`config.mk`:
```
export PLATFORM = sky130hd
export DESIGN_NAME = hsf_regs
export DESIGN_NICKNAME = d
export VERILOG_FILES = /design/src/hsf_pkg.sv /design/src/hsf_sync.sv /design/src/hsf_regs.sv
export SDC_FILE = /design/constraint.sdc
export NUM_CORES = 1
export LEC_CHECK = 0
export ABC_AREA = 1
export BUFFER_PORTS_ARGS = -buffer_cell sky130_fd_sc_hd__buf_2
export CORE_MARGIN = 2
export CORE_UTILIZATION = 25
export CTS_BUF_LIST = sky130_fd_sc_hd__clkbuf_16
export CTS_CLUSTER_SIZE = 10
export DETAILED_ROUTE_END_ITERATION = 7
export HOLD_SLACK_MARGIN = 0.02
export PLACE_DENSITY = 0.48
export SETUP_SLACK_MARGIN = 0.4
export SLEW_MARGIN = 20
export SYNTH_ARGS = -nofsm -noshare
export SYNTH_HDL_FRONTEND = slang
export SYNTH_SLANG_ARGS = --single-unit
```
`constraint.sdc`:
```
create_clock -name mclk -period 1.1 [get_ports mclk]
set_input_delay 0.055 -clock mclk [delete_from_list [all_inputs] [get_ports mclk]]
set_output_delay 0.055 -clock mclk [all_outputs]
set_load 0.01 [all_outputs]
```
`src/hsf_pkg.sv`:
```
/*
  Package of the hot swap status and fault register bank.
  Holds register offsets, field positions, reset values and the carrier structs.
  Assumes nothing beyond a SystemVerilog compiler.
*/
package hsf_pkg;

  // Register offsets on the byte-wide management register port.
  localparam logic [7:0] HSF_OFS_SYSTEM_STATE = 8'h00;
  localparam logic [7:0] HSF_OFS_CONVERTER_STATE = 8'h01;
  localparam logic [7:0] HSF_OFS_PIN_LEVELS = 8'h02;
  localparam logic [7:0] HSF_OFS_LIVE_FAULTS = 8'h03;
  localparam logic [7:0] HSF_OFS_LATCHED_FAULTS = 8'h04;

  // Reset value of the latched fault register.
  localparam logic [7:0] HSF_LATCHED_RST = 8'h00;
  // Value returned for an offset this bank does not own.
  localparam logic [7:0] HSF_UNMAPPED_DATA = 8'h00;

  // Field positions of the latched fault register.
  localparam int HSF_LF_EXT = 7;
  localparam int HSF_LF_SHORT = 6;
  localparam int HSF_LF_DROPPED = 5;
  localparam int HSF_LF_PGI = 4;
  localparam int HSF_LF_DEGRADED = 3;
  localparam int HSF_LF_OC = 2;
  localparam int HSF_LF_UNDER = 1;
  localparam int HSF_LF_OVER = 0;

  // Field position of the channel label in the converter state register.
  localparam int HSF_CH_LSB = 4;

  // Depth of the pin synchroniser.
  localparam int HSF_SYNC_STAGES = 3;

  // Number of asynchronous pins that pass the synchroniser.
  localparam int HSF_NPINS = 19;

  // Levels that come from the device pins and analog comparators.
  typedef struct packed {
    logic enable_n_pin;
    logic second_drive_pin_level;
    logic first_drive_pin_level;
    logic timer_pin_below_level;
    logic [3:0] pg_io_levels;
    logic [3:0] mixed_io_levels;
    logic switch_shorted_live;
    logic output_under_threshold;
    logic switch_degraded_live;
    logic current_limit_active;
    logic under_high_comparator_in;
    logic under_low_comparator_in;
    logic over_comparator_in;
  } hsf_pins_t;

  // Status from on-chip logic running on mclk.
  typedef struct packed {
    logic switch_commanded_on;
    logic nvm_write_busy;
    logic power_good_met;
    logic single_driver_enabled;
    logic parallel_drive_enabled;
    logic high_stress_staged_enabled;
    logic low_stress_staged_enabled;
    logic [3:0] last_converted_channel;
    logic converter_idle_snapshot;
    logic external_trouble_latched_enabled;
    logic external_trouble_latched_active_high;
    logic pg_input_enabled;
    logic pg_input_active_high;
    logic pg_check_expired;
  } hsf_core_t;

  // Register access request from the serial interface.
  typedef struct packed {
    logic rd;
    logic wr;
    logic [7:0] addr;
    logic [7:0] wdata;
  } hsf_req_t;

endpackage

```
`src/hsf_sync.sv`:
```
/*
  Three-stage synchroniser for a group of asynchronous pin levels.
  Assumes the pins are quasi-static; a change is accepted once stages two and three agree.
*/
`timescale 1ns/1ps
module hsf_sync
  import hsf_pkg::*;
(
  mclk,
  srst,
  pins_in,
  pins_out
);
  input wire logic mclk;
  input wire logic srst;
  input wire logic [HSF_NPINS-1:0] pins_in;
  output logic [HSF_NPINS-1:0] pins_out;

  // All state of the synchroniser in one struct.
  typedef struct packed {
    logic [HSF_NPINS-1:0] s1;
    logic [HSF_NPINS-1:0] s2;
    logic [HSF_NPINS-1:0] s3;
    logic [HSF_NPINS-1:0] held;
  } hsf_sync_st_t;

  hsf_sync_st_t st_r;
  hsf_sync_st_t st_nxt;

  // Stage one is read only by stage two; the agreement check uses stages two and three.
  always_comb begin
    st_nxt = st_r;
    st_nxt.s1 = pins_in;
    st_nxt.s2 = st_r.s1;
    st_nxt.s3 = st_r.s2;
    for (int i = 0; i < HSF_NPINS; i++) begin
      if (st_r.s2[i] == st_r.s3[i]) begin
        st_nxt.held[i] = st_r.s3[i];
      end
    end
  end

  // Registers the whole state; reset clears every stage.
  always_ff @(posedge mclk) begin
    if (srst) begin
      st_r <= '0;
    end else begin
      st_r <= st_nxt;
    end
  end

  assign pins_out = st_r.held;
endmodule

```
`src/hsf_regs.sv`:
```
/*
  Status and latched fault register bank of a negative-voltage hot swap controller.
  Assumes a byte-wide register port driven by the management serial interface on mclk,
  core status on mclk, and pin levels asynchronous to mclk.
*/
`timescale 1ns/1ps
module hsf_regs
  import hsf_pkg::*;
(
  mclk,
  srst,
  pins,
  core,
  req,
  rdata,
  rvalid
);
  input wire logic mclk;
  input wire logic srst;
  input wire hsf_pins_t pins;
  input wire hsf_core_t core;
  input wire hsf_req_t req;
  output logic [7:0] rdata;
  output logic rvalid;

  // All state of the register bank in one struct.
  typedef struct packed {
    logic [7:0] system_state;
    logic [7:0] converter_state;
    logic [7:0] pin_levels;
    logic [7:0] live_fault_conditions;
    logic [7:0] latched_faults;
    logic pg_result;
    logic pg_seen;
    logic [7:0] rdata;
    logic rvalid;
  } hsf_st_t;

  hsf_st_t st_r;
  hsf_st_t st_nxt;
  hsf_pins_t pin_s;
  logic [HSF_NPINS-1:0] pin_raw;
  logic [HSF_NPINS-1:0] pin_clean;

  // Selects a register image by offset; unmapped offsets read a fixed value.
  function automatic logic [7:0] hsf_read(input hsf_st_t s, input logic [7:0] a);
    logic [7:0] d;
    d = HSF_UNMAPPED_DATA;
    if (a == HSF_OFS_SYSTEM_STATE) begin
      d = s.system_state;
    end else if (a == HSF_OFS_CONVERTER_STATE) begin
      d = s.converter_state;
    end else if (a == HSF_OFS_PIN_LEVELS) begin
      d = s.pin_levels;
    end else if (a == HSF_OFS_LIVE_FAULTS) begin
      d = s.live_fault_conditions;
    end else if (a == HSF_OFS_LATCHED_FAULTS) begin
      d = s.latched_faults;
    end
    return d;
  endfunction

  // Pins come from outside mclk, so they pass the shared synchroniser first.
  assign pin_raw = pins;
  assign pin_s = hsf_pins_t'(pin_clean);

  hsf_sync u_sync (
    .mclk(mclk),
    .srst(srst),
    .pins_in(pin_raw),
    .pins_out(pin_clean)
  );

  // Builds the status images, updates the latched flags and answers reads.
  always_comb begin
    logic [7:0] ev;
    logic ext_live;
    logic under_live;
    ev = 8'h00;
    st_nxt = st_r;

    st_nxt.system_state[7] = core.switch_commanded_on;
    st_nxt.system_state[6] = pin_s.enable_n_pin;
    st_nxt.system_state[5] = pin_s.second_drive_pin_level;
    st_nxt.system_state[4] = pin_s.first_drive_pin_level;
    // The comparator already signals below 0.1V; no analog level is seen here.
    st_nxt.system_state[3] = pin_s.timer_pin_below_level;
    st_nxt.system_state[2] = core.nvm_write_busy;
    st_nxt.system_state[1] = core.power_good_met;
    st_nxt.system_state[0] = core.single_driver_enabled;

    st_nxt.converter_state[HSF_CH_LSB +: 4] = core.last_converted_channel;
    st_nxt.converter_state[3] = core.converter_idle_snapshot;
    st_nxt.converter_state[2] = core.parallel_drive_enabled;
    st_nxt.converter_state[1] = core.high_stress_staged_enabled;
    st_nxt.converter_state[0] = core.low_stress_staged_enabled;

    // Index 3 of the pin vectors is pin one, so bit order matches the register.
    st_nxt.pin_levels[7:4] = pin_s.pg_io_levels;
    st_nxt.pin_levels[3:0] = pin_s.mixed_io_levels;

    // The external fault input is live only when the fourth pin is so configured.
    ext_live = core.external_trouble_latched_enabled &&
      (pin_s.pg_io_levels[0] == core.external_trouble_latched_active_high);
    // The power-good input result is sampled once, at check timer expiry.
    if (core.pg_input_enabled && core.pg_check_expired) begin
      st_nxt.pg_result = (pin_s.pg_io_levels[1] != core.pg_input_active_high);
    end else if (!core.pg_input_enabled) begin
      st_nxt.pg_result = 1'b0;
    end
    under_live = !pin_s.under_high_comparator_in && !pin_s.under_low_comparator_in;

    st_nxt.live_fault_conditions[7] = ext_live;
    st_nxt.live_fault_conditions[6] = pin_s.switch_shorted_live;
    st_nxt.live_fault_conditions[5] = pin_s.output_under_threshold;
    st_nxt.live_fault_conditions[4] = st_r.pg_result;
    st_nxt.live_fault_conditions[3] = pin_s.switch_degraded_live;
    st_nxt.live_fault_conditions[2] = pin_s.current_limit_active;
    st_nxt.live_fault_conditions[1] = under_live;
    st_nxt.live_fault_conditions[0] = pin_s.over_comparator_in;

    // Power good is remembered so a later output drop counts as a failure.
    if (core.power_good_met) begin
      st_nxt.pg_seen = 1'b1;
    end

    // Events other than the power-good input raise their latched flag on the rising edge of the live condition.
    ev[HSF_LF_EXT] = ext_live && !st_r.live_fault_conditions[7];
    ev[HSF_LF_SHORT] = pin_s.switch_shorted_live && !st_r.live_fault_conditions[6];
    // Only the fall of the output counts, so a steady low output cannot re-raise the flag.
    ev[HSF_LF_DROPPED] = st_r.pg_seen && pin_s.output_under_threshold &&
      !st_r.live_fault_conditions[5];
    ev[HSF_LF_PGI] = core.pg_input_enabled && core.pg_check_expired &&
      (pin_s.pg_io_levels[1] != core.pg_input_active_high);
    ev[HSF_LF_DEGRADED] = pin_s.switch_degraded_live && !st_r.live_fault_conditions[3];
    ev[HSF_LF_OC] = pin_s.current_limit_active && !st_r.live_fault_conditions[2];
    ev[HSF_LF_UNDER] = under_live && !st_r.live_fault_conditions[1];
    ev[HSF_LF_OVER] = pin_s.over_comparator_in && !st_r.live_fault_conditions[0];

    // Once a drop is recorded, power good must be seen again before another one.
    if (ev[HSF_LF_DROPPED]) begin
      st_nxt.pg_seen = 1'b0;
    end

    // Host writes clear only the bits written as zero; a same-cycle event wins.
    if (req.wr && req.addr == HSF_OFS_LATCHED_FAULTS) begin
      st_nxt.latched_faults = (st_r.latched_faults & req.wdata) | ev;
    end else begin
      st_nxt.latched_faults = st_r.latched_faults | ev;
    end
    // Writes to any other offset fall through with no effect.

    // Read data registered one cycle after the request.
    st_nxt.rvalid = req.rd;
    if (req.rd) begin
      st_nxt.rdata = hsf_read(st_r, req.addr);
    end
  end

  // Registers the whole state; latched flags reset to zero.
  always_ff @(posedge mclk) begin
    if (srst) begin
      st_r <= '0;
      st_r.latched_faults <= HSF_LATCHED_RST;
    end else begin
      st_r <= st_nxt;
    end
  end

  assign rdata = st_r.rdata;
  assign rvalid = st_r.rvalid;
endmodule

```
==> impl_metrics.yaml, run 1 <==
status:
  status: "complete, but fails checks"
  violations: "hold timing"
floorplan:
  dieHeight_um: 137
  core_area_sq_um: 17200
  die_area_sq_um: 18700
  start_util_pct: 25.6
  die_x_um: 137
  row_count: 48
  ios: 65
final_layout:
  fill_cells: 1694
  mostFrequentLayoutCell: "nor2_1"
  final_cell_mix: "nor2_1 (106), inv_1 (74), dfxtp_2 (63), dfxtp_1 (63), buf_2 (54)"
  syn_to_final_growth_pct: 51.6
  fin_nets: 720
  n_antenna_cell: 0
  post-route-cell-area_sq_um: 6680
  drive_gt1_share_pct: 49.9
timing:
  slew_headroom_pct: 75.0
  min_period_over_period_pct: 82.9
  max_freq_ghz: 1.10
  fin_crit_ns: 0.912
  drv_slew: 0
  rsz0062_at_grt: "true"
  skew_ns: 0.0103
  setup-tns-final_ns: 0
  hold_ws_ns: -0.100
  hold_viol: 11
  tightest_slew_ns: 0.374
  setup_viol: 0
setup_path:
  arrival_ns: 0.86
  slowest_stage: "dfxtp_2"
  critical_path_class: "reg -> out"
  endpoint_kind: "output pin"
  cp_top_family: "flip-flops"
  cp_max_fo: 2
  rr_worst_depth: 3
  cpPeakStageDelay_ns: 0.33
  crit_cells: 1
  required_ns: 1.04
  critPathBufInv: 1
  startpoint_type: "flip-flop"
  crit_chain: "buf_6"
drt:
  wl_per_cell_um: 10.5
  num_vias: 3496
  drtAntennaViolNets: 0
  drt_iter0_drc: 85
  via_per_inst: 3.88
  drc_errors: 0
  wl_um: 9460
  first_pass_iters: 4
clocking:
  clk_latency_ns: 0.41
  ctsHoldBuffers: 38
  clock-sinks: 127
  numCtsBuffers: 17
  cts_tree: "done"
  clock_path_buffers: 2
  clk_pin_slew_ns: 0.06
  root_buffer: "clkbuf_16"
  h-tree-depth: 4
global_route:
  antenna_found_initial: 0
  grt_use_met2_pct: 17.9
  grt_pass1_vias: 3397
  met3_usage_pct: 3.59
  grt_max_degree: 37
  grt_use_met1_pct: 12.8
  overflow: 0
  grt.busiest_layer: "met2"
  grtUsageTotal_pct: 11.0
  grt_pass1_wl_um: 15600
logic_synthesis:
  synth_cell_types: 30
  yosys_warnings: 0
  syn-num-nets: 591
  syn-cell-area_sq_um: 4410
  ys_seq_area_share_pct: 57.7
  synthCells: 535
  ys_ff_latch: 127
  avgSynthCellArea_sq_um: 8.24
placed_design:
  post_dp_cell_area_sq_um: 5060
  place_congestion: 0.778
  io_buffers: 64
  hpwl_um: 6550
pwr:
  power_density_nw_per_um2: 1650
  peakVddDrop_mv: 1.03
  power.leakage_nw: 2.88
job:
  cap_violations: 0
worst_hold_path:
  hold_path.class: "in -> reg"
  min_path_cells: 3
==> per-layer routing <==
layer / wire (um) / up-vias
met2: 4540 / 61
met1: 4330 / 1551
met4: 242 / 0
met5: 0 / -
met3: 344 / 20
li1: - / 1864
==> kinds of logic after synthesis <==
logic type             share of synthesized area, %
XOR/XNOR                                      0.199
AND/OR/NAND/NOR                                22.3
flip-flops                                     57.7
buffers and inverters                          11.8
AO/OA/AOI/OAI                                  8.01
==> cell usage after synthesis, drive strengths merged <==
cell,number,area share (%)
o311ai,1,0.20
o21ai,10,1.7
o22ai,1,0.14
nor2,152,14
clkinv,2,0.17
a21oi,31,4.2
dfxtp,127,58
xnor2,1,0.20
buf,18,2.8
clkbuf,4,0.34
o2111ai,1,0.20
nor3,7,1.1
nand3,19,2.2
o41ai,1,0.20
nand2,54,5.4
o32ai,5,0.99
o31ai,2,0.34
inv,99,8.5
==> final timing paths <==
kind                       start                 to  slack (ns)
min reg2reg    u_sync.st_nxt[47]  u_sync.st_nxt[28]        0.39
min                       req[3]           st_r[14]       -0.10
max reg2reg  u_sync.pins_out[11]           st_r[18]        0.20
max                     rdata[2]           rdata[2]        0.19
==> state kept, by name, summed over array words and instances (netlist names) <==
register         cells
u_sync.st_r         19
st_nxt               1
rvalid               1
st_r                41
rdata                8
u_sync.st_nxt       38
u_sync.pins_out     19
==> what timing repair did <==
action                                  in CTS  in global routing
hold endpoints to repair                    45                 12
endpoints found under the setup margin      38                 50
setup buffers                                7                 11
gates resized for setup                     89                102
pin swaps                                   28                 61
==> where the power goes <==
part | switching, mW | internal [mW]
Sequential | 0.0545 | 4.74
Clock | 2.22 | 3.41
Combinational | 0.318 | 0.293
==> cell type report <==
class	count	area [sq um]	area share, %
clock buffer	17	425	6.37
clock inverter	15	176	2.64
inverter	101	412	6.16
multi-input combinational	285	1740	26.0
sequential	127	2630	39.3
tap	225	282	4.21
timing repair buffer	132	1020	15.3
==> per-stage QoR <==
stage          util, %  instances  worst slack (ns)  total power [mW]
2_1_floorplan        -        535             0.126              5.14
3_5_place_dp      29.3        814           -0.0850              5.34
4_1_cts           36.9        891             0.165              11.2
6_report          38.8        902             0.188              11.0
3_3_place_gp      29.3        814           -0.0499              5.33
5_1_grt           38.8        902             0.144              11.5
No activity file was read; power rests on OpenSTA's default activity.
==> run 2: changes to the inputs <==
Clock period 1.1 ns to 0.9 ns, I/O delays scaled along.
==> impl_metrics.yaml, run 2 (synthesis results as in run 1) <==
status:
  status: "complete, but fails checks"
  violations: "hold timing, setup timing"
timing:
  setup-tns-final_ns: -0.00158
  hold_viol: 12
  slew_headroom_pct: 74.6
  rsz0062_at_grt: "true"
  setup_viol: 1
  hold_ws_ns: -0.131
  setup_ws_ns: -0.00158
  max_freq_ghz: 1.11
  tightest_slew_ns: 0.381
  fin_crit_ns: 0.902
  min_period_over_period_pct: 100
  drv_slew: 0
  skew_ns: 0.00807
pwr:
  total_power_mw: 13.6
  peakVddDrop_mv: 1.35
  power_density_nw_per_um2: 1960
  power.leakage_nw: 2.93
  power.share.clock_pct: 51.0
  power_switching_mw: 3.05
  combPwrFrac_pct: 5.9
  p_int_mw: 10.6
  swShare_pct: 22.4
  power_frac_seq_pct: 43.1
drt:
  drtAntennaViolNets: 0
  drc_errors: 0
  first_pass_iters: 4
  drt_iter0_drc: 98
  wl_per_cell_um: 10.9
  via_per_inst: 3.94
  num_vias: 3573
  wl_um: 9940
setup_path:
  r2r_start: "u_sync.pins_out[1]"
  slowest_stage: "dfxtp_2"
  required_ns: 0.85
  cpPeakStageDelay_ns: 0.33
  crit_start: "rdata[5]"
  crit_chain: "buf_6"
  critPathBufInv: 1
  arrival_ns: 0.86
  endpoint_kind: "output pin"
  critical_path_class: "reg -> out"
  cp_top_family: "flip-flops"
  startpoint_type: "flip-flop"
  cp_max_fo: 2
floorplan:
  die_x_um: 137
  die_area_sq_um: 18700
  core_area_sq_um: 17200
  start_util_pct: 25.6
  row_count: 48
  ios: 65
  dieHeight_um: 137
clocking:
  clk_pin_slew_ns: 0.06
  cts_tree: "done"
  root_buffer: "clkbuf_16"
  numCtsBuffers: 17
  h-tree-depth: 4
  clock-sinks: 127
  ctsHoldBuffers: 31
  clk_latency_ns: 0.42
  clock_path_buffers: 2
global_route:
  grt.busiest_layer: "met2"
  grt_pass1_vias: 3467
  overflow: 0
  met3_usage_pct: 4.00
  grt_use_met1_pct: 13.4
  antenna_found_initial: 0
  grt_max_degree: 26
  grt_use_met2_pct: 17.2
  grtUsageTotal_pct: 10.8
  grt_pass1_wl_um: 15700
final_layout:
  final_cell_mix: "nor2_1 (94), dfxtp_2 (73), buf_2 (51), dfxtp_1 (51), inv_2 (49)"
  multi_input_area_sq_um: 1860
  largest_register: "st_r"
  fin_nets: 726
  utilization_pct: 40.2
  final_cells: 908
  fill_cells: 1705
  seqCellArea_sq_um: 2650
  post-route-cell-area_sq_um: 6930
  drive_gt1_share_pct: 58.0
  mostFrequentLayoutCell: "nor2_1"
  largest_register_ffs: 41
  n_antenna_cell: 0
  syn_to_final_growth_pct: 57.2
placed_design:
  place_congestion: 0.726
  dp_slack_ns: -0.229
  post_dp_cell_area_sq_um: 5070
  placedCellCount: 820
  io_buffers: 64
  hpwl_um: 6550
job:
  cap_violations: 0
worst_hold_path:
  hold_path.class: "in -> reg"
  min_from: "core[14]"
-- run 2: timing repair --
action	4_1_cts	5_1_grt
pin swaps	55	62
gates cloned	0	1
setup buffers	8	17
resized for setup	162	123
hold endpoints to repair	42	12
endpoints found under the setup margin	89	102
-- run 2: final timing paths --
check                           depth (start not counted)           endpoint  slack, ns
worst min-delay path                                    3           st_r[44]      -0.13
worst min register to register                          2  u_sync.st_nxt[22]       0.39
worst max-delay path                                    1           rdata[5]     -0.002
worst max register to register                          4           st_r[12]       0.02
-- run 2: area by class of cell --
type | count | area share (%)
Clock buffer | 17 | 6.14
Clock inverter | 15 | 2.69
Inverter | 101 | 5.69
Multi-Input combinational cell | 286 | 26.8
Sequential cell | 127 | 38.2
Tap cell | 225 | 4.07
Timing Repair Buffer | 137 | 16.4
-- run 2: worst reg2reg max path: stages, from the launching register on --
cell and delay [ns]:
dfxtp_2 0.33, nor3_4 0.19, buf_4 0.14, inv_2 0.02, o22ai_1 0.12
-- run 2: power by group through the flow --
stage	Clock, mW	Sequential (mW)	Combinational, mW
after global placement	0	5.96	0.565
after detailed placement	0	5.96	0.577
after CTS	7.12	5.86	0.727
after global routing	7.40	5.88	0.885
final	6.94	5.87	0.799
after floorplan	0	5.95	0.334
-- run 2: per-layer routing --
| metal | wire (um) | up-vias |
|---|---|---|
| li1 | - | 1880 |
| met1 | 4440 | 1611 |
| met2 | 4840 | 66 |
| met3 | 475 | 16 |
| met4 | 181 | 0 |
| met5 | 0 | - |
==> run 3: changes to the inputs <==
Settings changed: ABC_AREA 1 to not set, PLACE_DENSITY 0.48 to 0.49.
==> impl_metrics.yaml, run 3 <==
logic_synthesis:
  avgSynthCellArea_sq_um: 10.6
  synth_cell_types: 33
  ys_top_cells_by_count: "dfxtp_1 (127), nor2b_1 (88), o21ai_0 (26), a21oi_1 (24)"
  synth_top_area_cell: "dfxtp_1"
  ys_async_sr_fraction_pct: 0
  synth_edf_count: 0
  synthCells: 404
  syn-cell-area_sq_um: 4270
  syn-num-nets: 460
  yosysMostFrequentCell: "dfxtp_1"
  ys_ff_latch: 127
  ys.flop_type: "dfxtp_1"
  ys_seq_area_share_pct: 59.6
  yosys_warnings: 0
  synthTopCellsByArea: "dfxtp_1 (60%), nor2b_1 (13%), nand2b_1 (3.1%)"
  synth.top_cell.area_share_pct: 59.6
placed_design:
  post_dp_cell_area_sq_um: 4980
  placedCellCount: 686
  hpwl_um: 6400
  io_buffers: 64
  dp_slack_ns: -0.293
  place_congestion: 0.719
floorplan:
  start_util_pct: 25.6
  dieHeight_um: 135
  ios: 65
  die_x_um: 135
  row_count: 47
  die_area_sq_um: 18100
  core_area_sq_um: 16600
drt:
  num_vias: 2984
  drc_errors: 0
  via_per_inst: 4.02
  drt_iter0_drc: 118
  drtAntennaViolNets: 0
  wl_um: 9130
  first_pass_iters: 4
  wl_per_cell_um: 12.3
setup_path:
  r2r_end: "rdata[0]"
  arrival_ns: 1.26
  crit_start: "st_r[11]"
  cp_top_family: "compound AO/OA/AOI/OAI gates"
  crit_end: "rdata[0]"
  regToRegSetupSlack_ns: -0.09
  endpoint_kind: "flip-flop"
  cp_max_fo: 2
  startpoint_type: "flip-flop"
  cpPeakStageDelay_ns: 0.31
  critPathBufInv: 0
  slowest_stage: "dfxtp_1"
  crit_cells: 4
  required_ns: 1.17
  critical_path_class: "reg -> reg"
  rr_worst_depth: 4
  r2r_start: "st_r[11]"
  crit_chain: "nand2b_1, a22o_1, o21ai_2, a221oi_2"
timing:
  hold_ws_ns: -0.142
  fin_crit_ns: 0.986
  tightest_slew_ns: 0.277
  rsz0062_at_grt: "true"
  slew_headroom_pct: 81.5
  min_period_over_period_pct: 110
  hold_viol: 29
  drv_slew: 0
  skew_ns: 0.00827
  setup_viol: 8
  setup-tns-final_ns: -0.514
  setup_ws_ns: -0.0863
  max_freq_ghz: 1.01
pwr:
  total_power_mw: 13.6
  peakVddDrop_mv: 1.56
  p_int_mw: 10.8
  power_frac_seq_pct: 43.2
  power.leakage_nw: 2.56
  swShare_pct: 20.4
  power_density_nw_per_um2: 2120
  combPwrFrac_pct: 5.9
  power_switching_mw: 2.77
  power.share.clock_pct: 50.9
global_route:
  overflow: 0
  grt_max_degree: 20
  grt_pass1_wl_um: 14800
  grt_pass1_vias: 3002
  antenna_found_initial: 1
  grtUsageTotal_pct: 10.6
clocking:
  clock-sinks: 127
  cts_tree: "done"
  clock_path_buffers: 2
  clk_latency_ns: 0.40
  h-tree-depth: 4
  numCtsBuffers: 17
  clk_pin_slew_ns: 0.05
  root_buffer: "clkbuf_16"
final_layout:
  final_cells: 743
  largest_register: "st_r"
  largest_register_ffs: 41
  seqCellArea_sq_um: 2640
  fill_cells: 1636
  syn_to_final_growth_pct: 50.2
  multi_input_area_sq_um: 1930
  drive_gt1_share_pct: 52.2
  post-route-cell-area_sq_um: 6410
  fin_nets: 564
  mostFrequentLayoutCell: "nor2b_1"
  final_cell_mix: "nor2b_1 (66), dfxtp_1 (61), dfxtp_2 (59)"
worst_hold_path:
  hold_path.class: "in -> reg"
  min_path_cells: 2
status:
  violations: "hold timing, setup timing"
  status: "complete, but fails checks"
job:
  cap_violations: 0
## run 3: cell types whose count changed in the layout (fill, tap and decap cells not counted), sizes merged, moves of 21 or more
cell | previous run | this run
dlygate4sd3 | 30 | 5
nor2b | 0 | 88
o21ai | 10 | 32
inv | 102 | 11
nor2 | 153 | 11
nand2b | 0 | 21
nand2 | 54 | 21
## run 3: what timing repair did
action                                 in CTS  in global routing
pin swaps                                  32                 20
gates resized for setup                    87                 90
endpoints found under the hold margin      52                 31
setup endpoints to repair                 104                119
hold buffers                               21                  1
buffers inserted                            3                  2
## run 3: routing by layer
layer / vias up / share of wire, % / GRT usage (%)
li1: 1546 / - / -
met1: 1365 / 47 / 13.4
met2: 62 / 46 / 15.9
met3: 11 / 5.3 / 4.24
met4: 0 / 1.5 / 4.62
met5: - / 0 / 0
## run 3: power by group through the flow
stage,clock [mW],combinational [mW],sequential [mW]
2_1_floorplan,0,0.331,5.95
5_1_grt,7.35,0.871,5.88
3_5_place_dp,0,0.605,5.97
6_report,6.91,0.796,5.86
4_1_cts,7.07,0.720,5.85
3_3_place_gp,0,0.603,5.97
## run 3: worst min-delay path by stage
| stage | start | endpoint | slack (ns) |
|---|---|---|---|
| after detailed placement | pins[12] | u_sync.st_nxt[50] | 0.26 |
| after global routing | pins[4] | u_sync.st_nxt[42] | -0.14 |
| after CTS | core[6] | st_r[39] | -0.15 |
| final | pins[17] | u_sync.st_nxt[55] | -0.14 |
| after floorplan | pins[15] | u_sync.st_nxt[53] | 0.17 |
| after global placement | pins[12] | u_sync.st_nxt[50] | 0.26 |
## run 3: kinds of logic after synthesis
family,Yosys count,synth area share (%)
AND/OR/NAND/NOR,151,21.0
flip-flops,127,59.6
AO/OA/AOI/OAI,78,12.4
buffers and inverters,38,4.72
multiplexers,8,1.88
XOR/XNOR,2,0.411
## run 3: cell type report
type                            instances  share of cell area (%)
Inverter                               10                   0.586
Antenna cell                            2                  0.0781
Sequential cell                       127                    41.2
Timing Repair Buffer                  113                    14.3
Tap cell                              220                    4.30
Clock buffer                           17                    6.64
Multi-Input combinational cell        239                    30.1
Clock inverter                         15                    2.75
## run 3: through the flow
step	util, %	hold slack [ns]
2_1_floorplan	-	0.173
3_3_place_gp	29.9	0.255
3_5_place_dp	29.9	0.258
4_1_cts	36.5	-0.147
5_1_grt	38.5	-0.142
6_report	38.5	-0.142
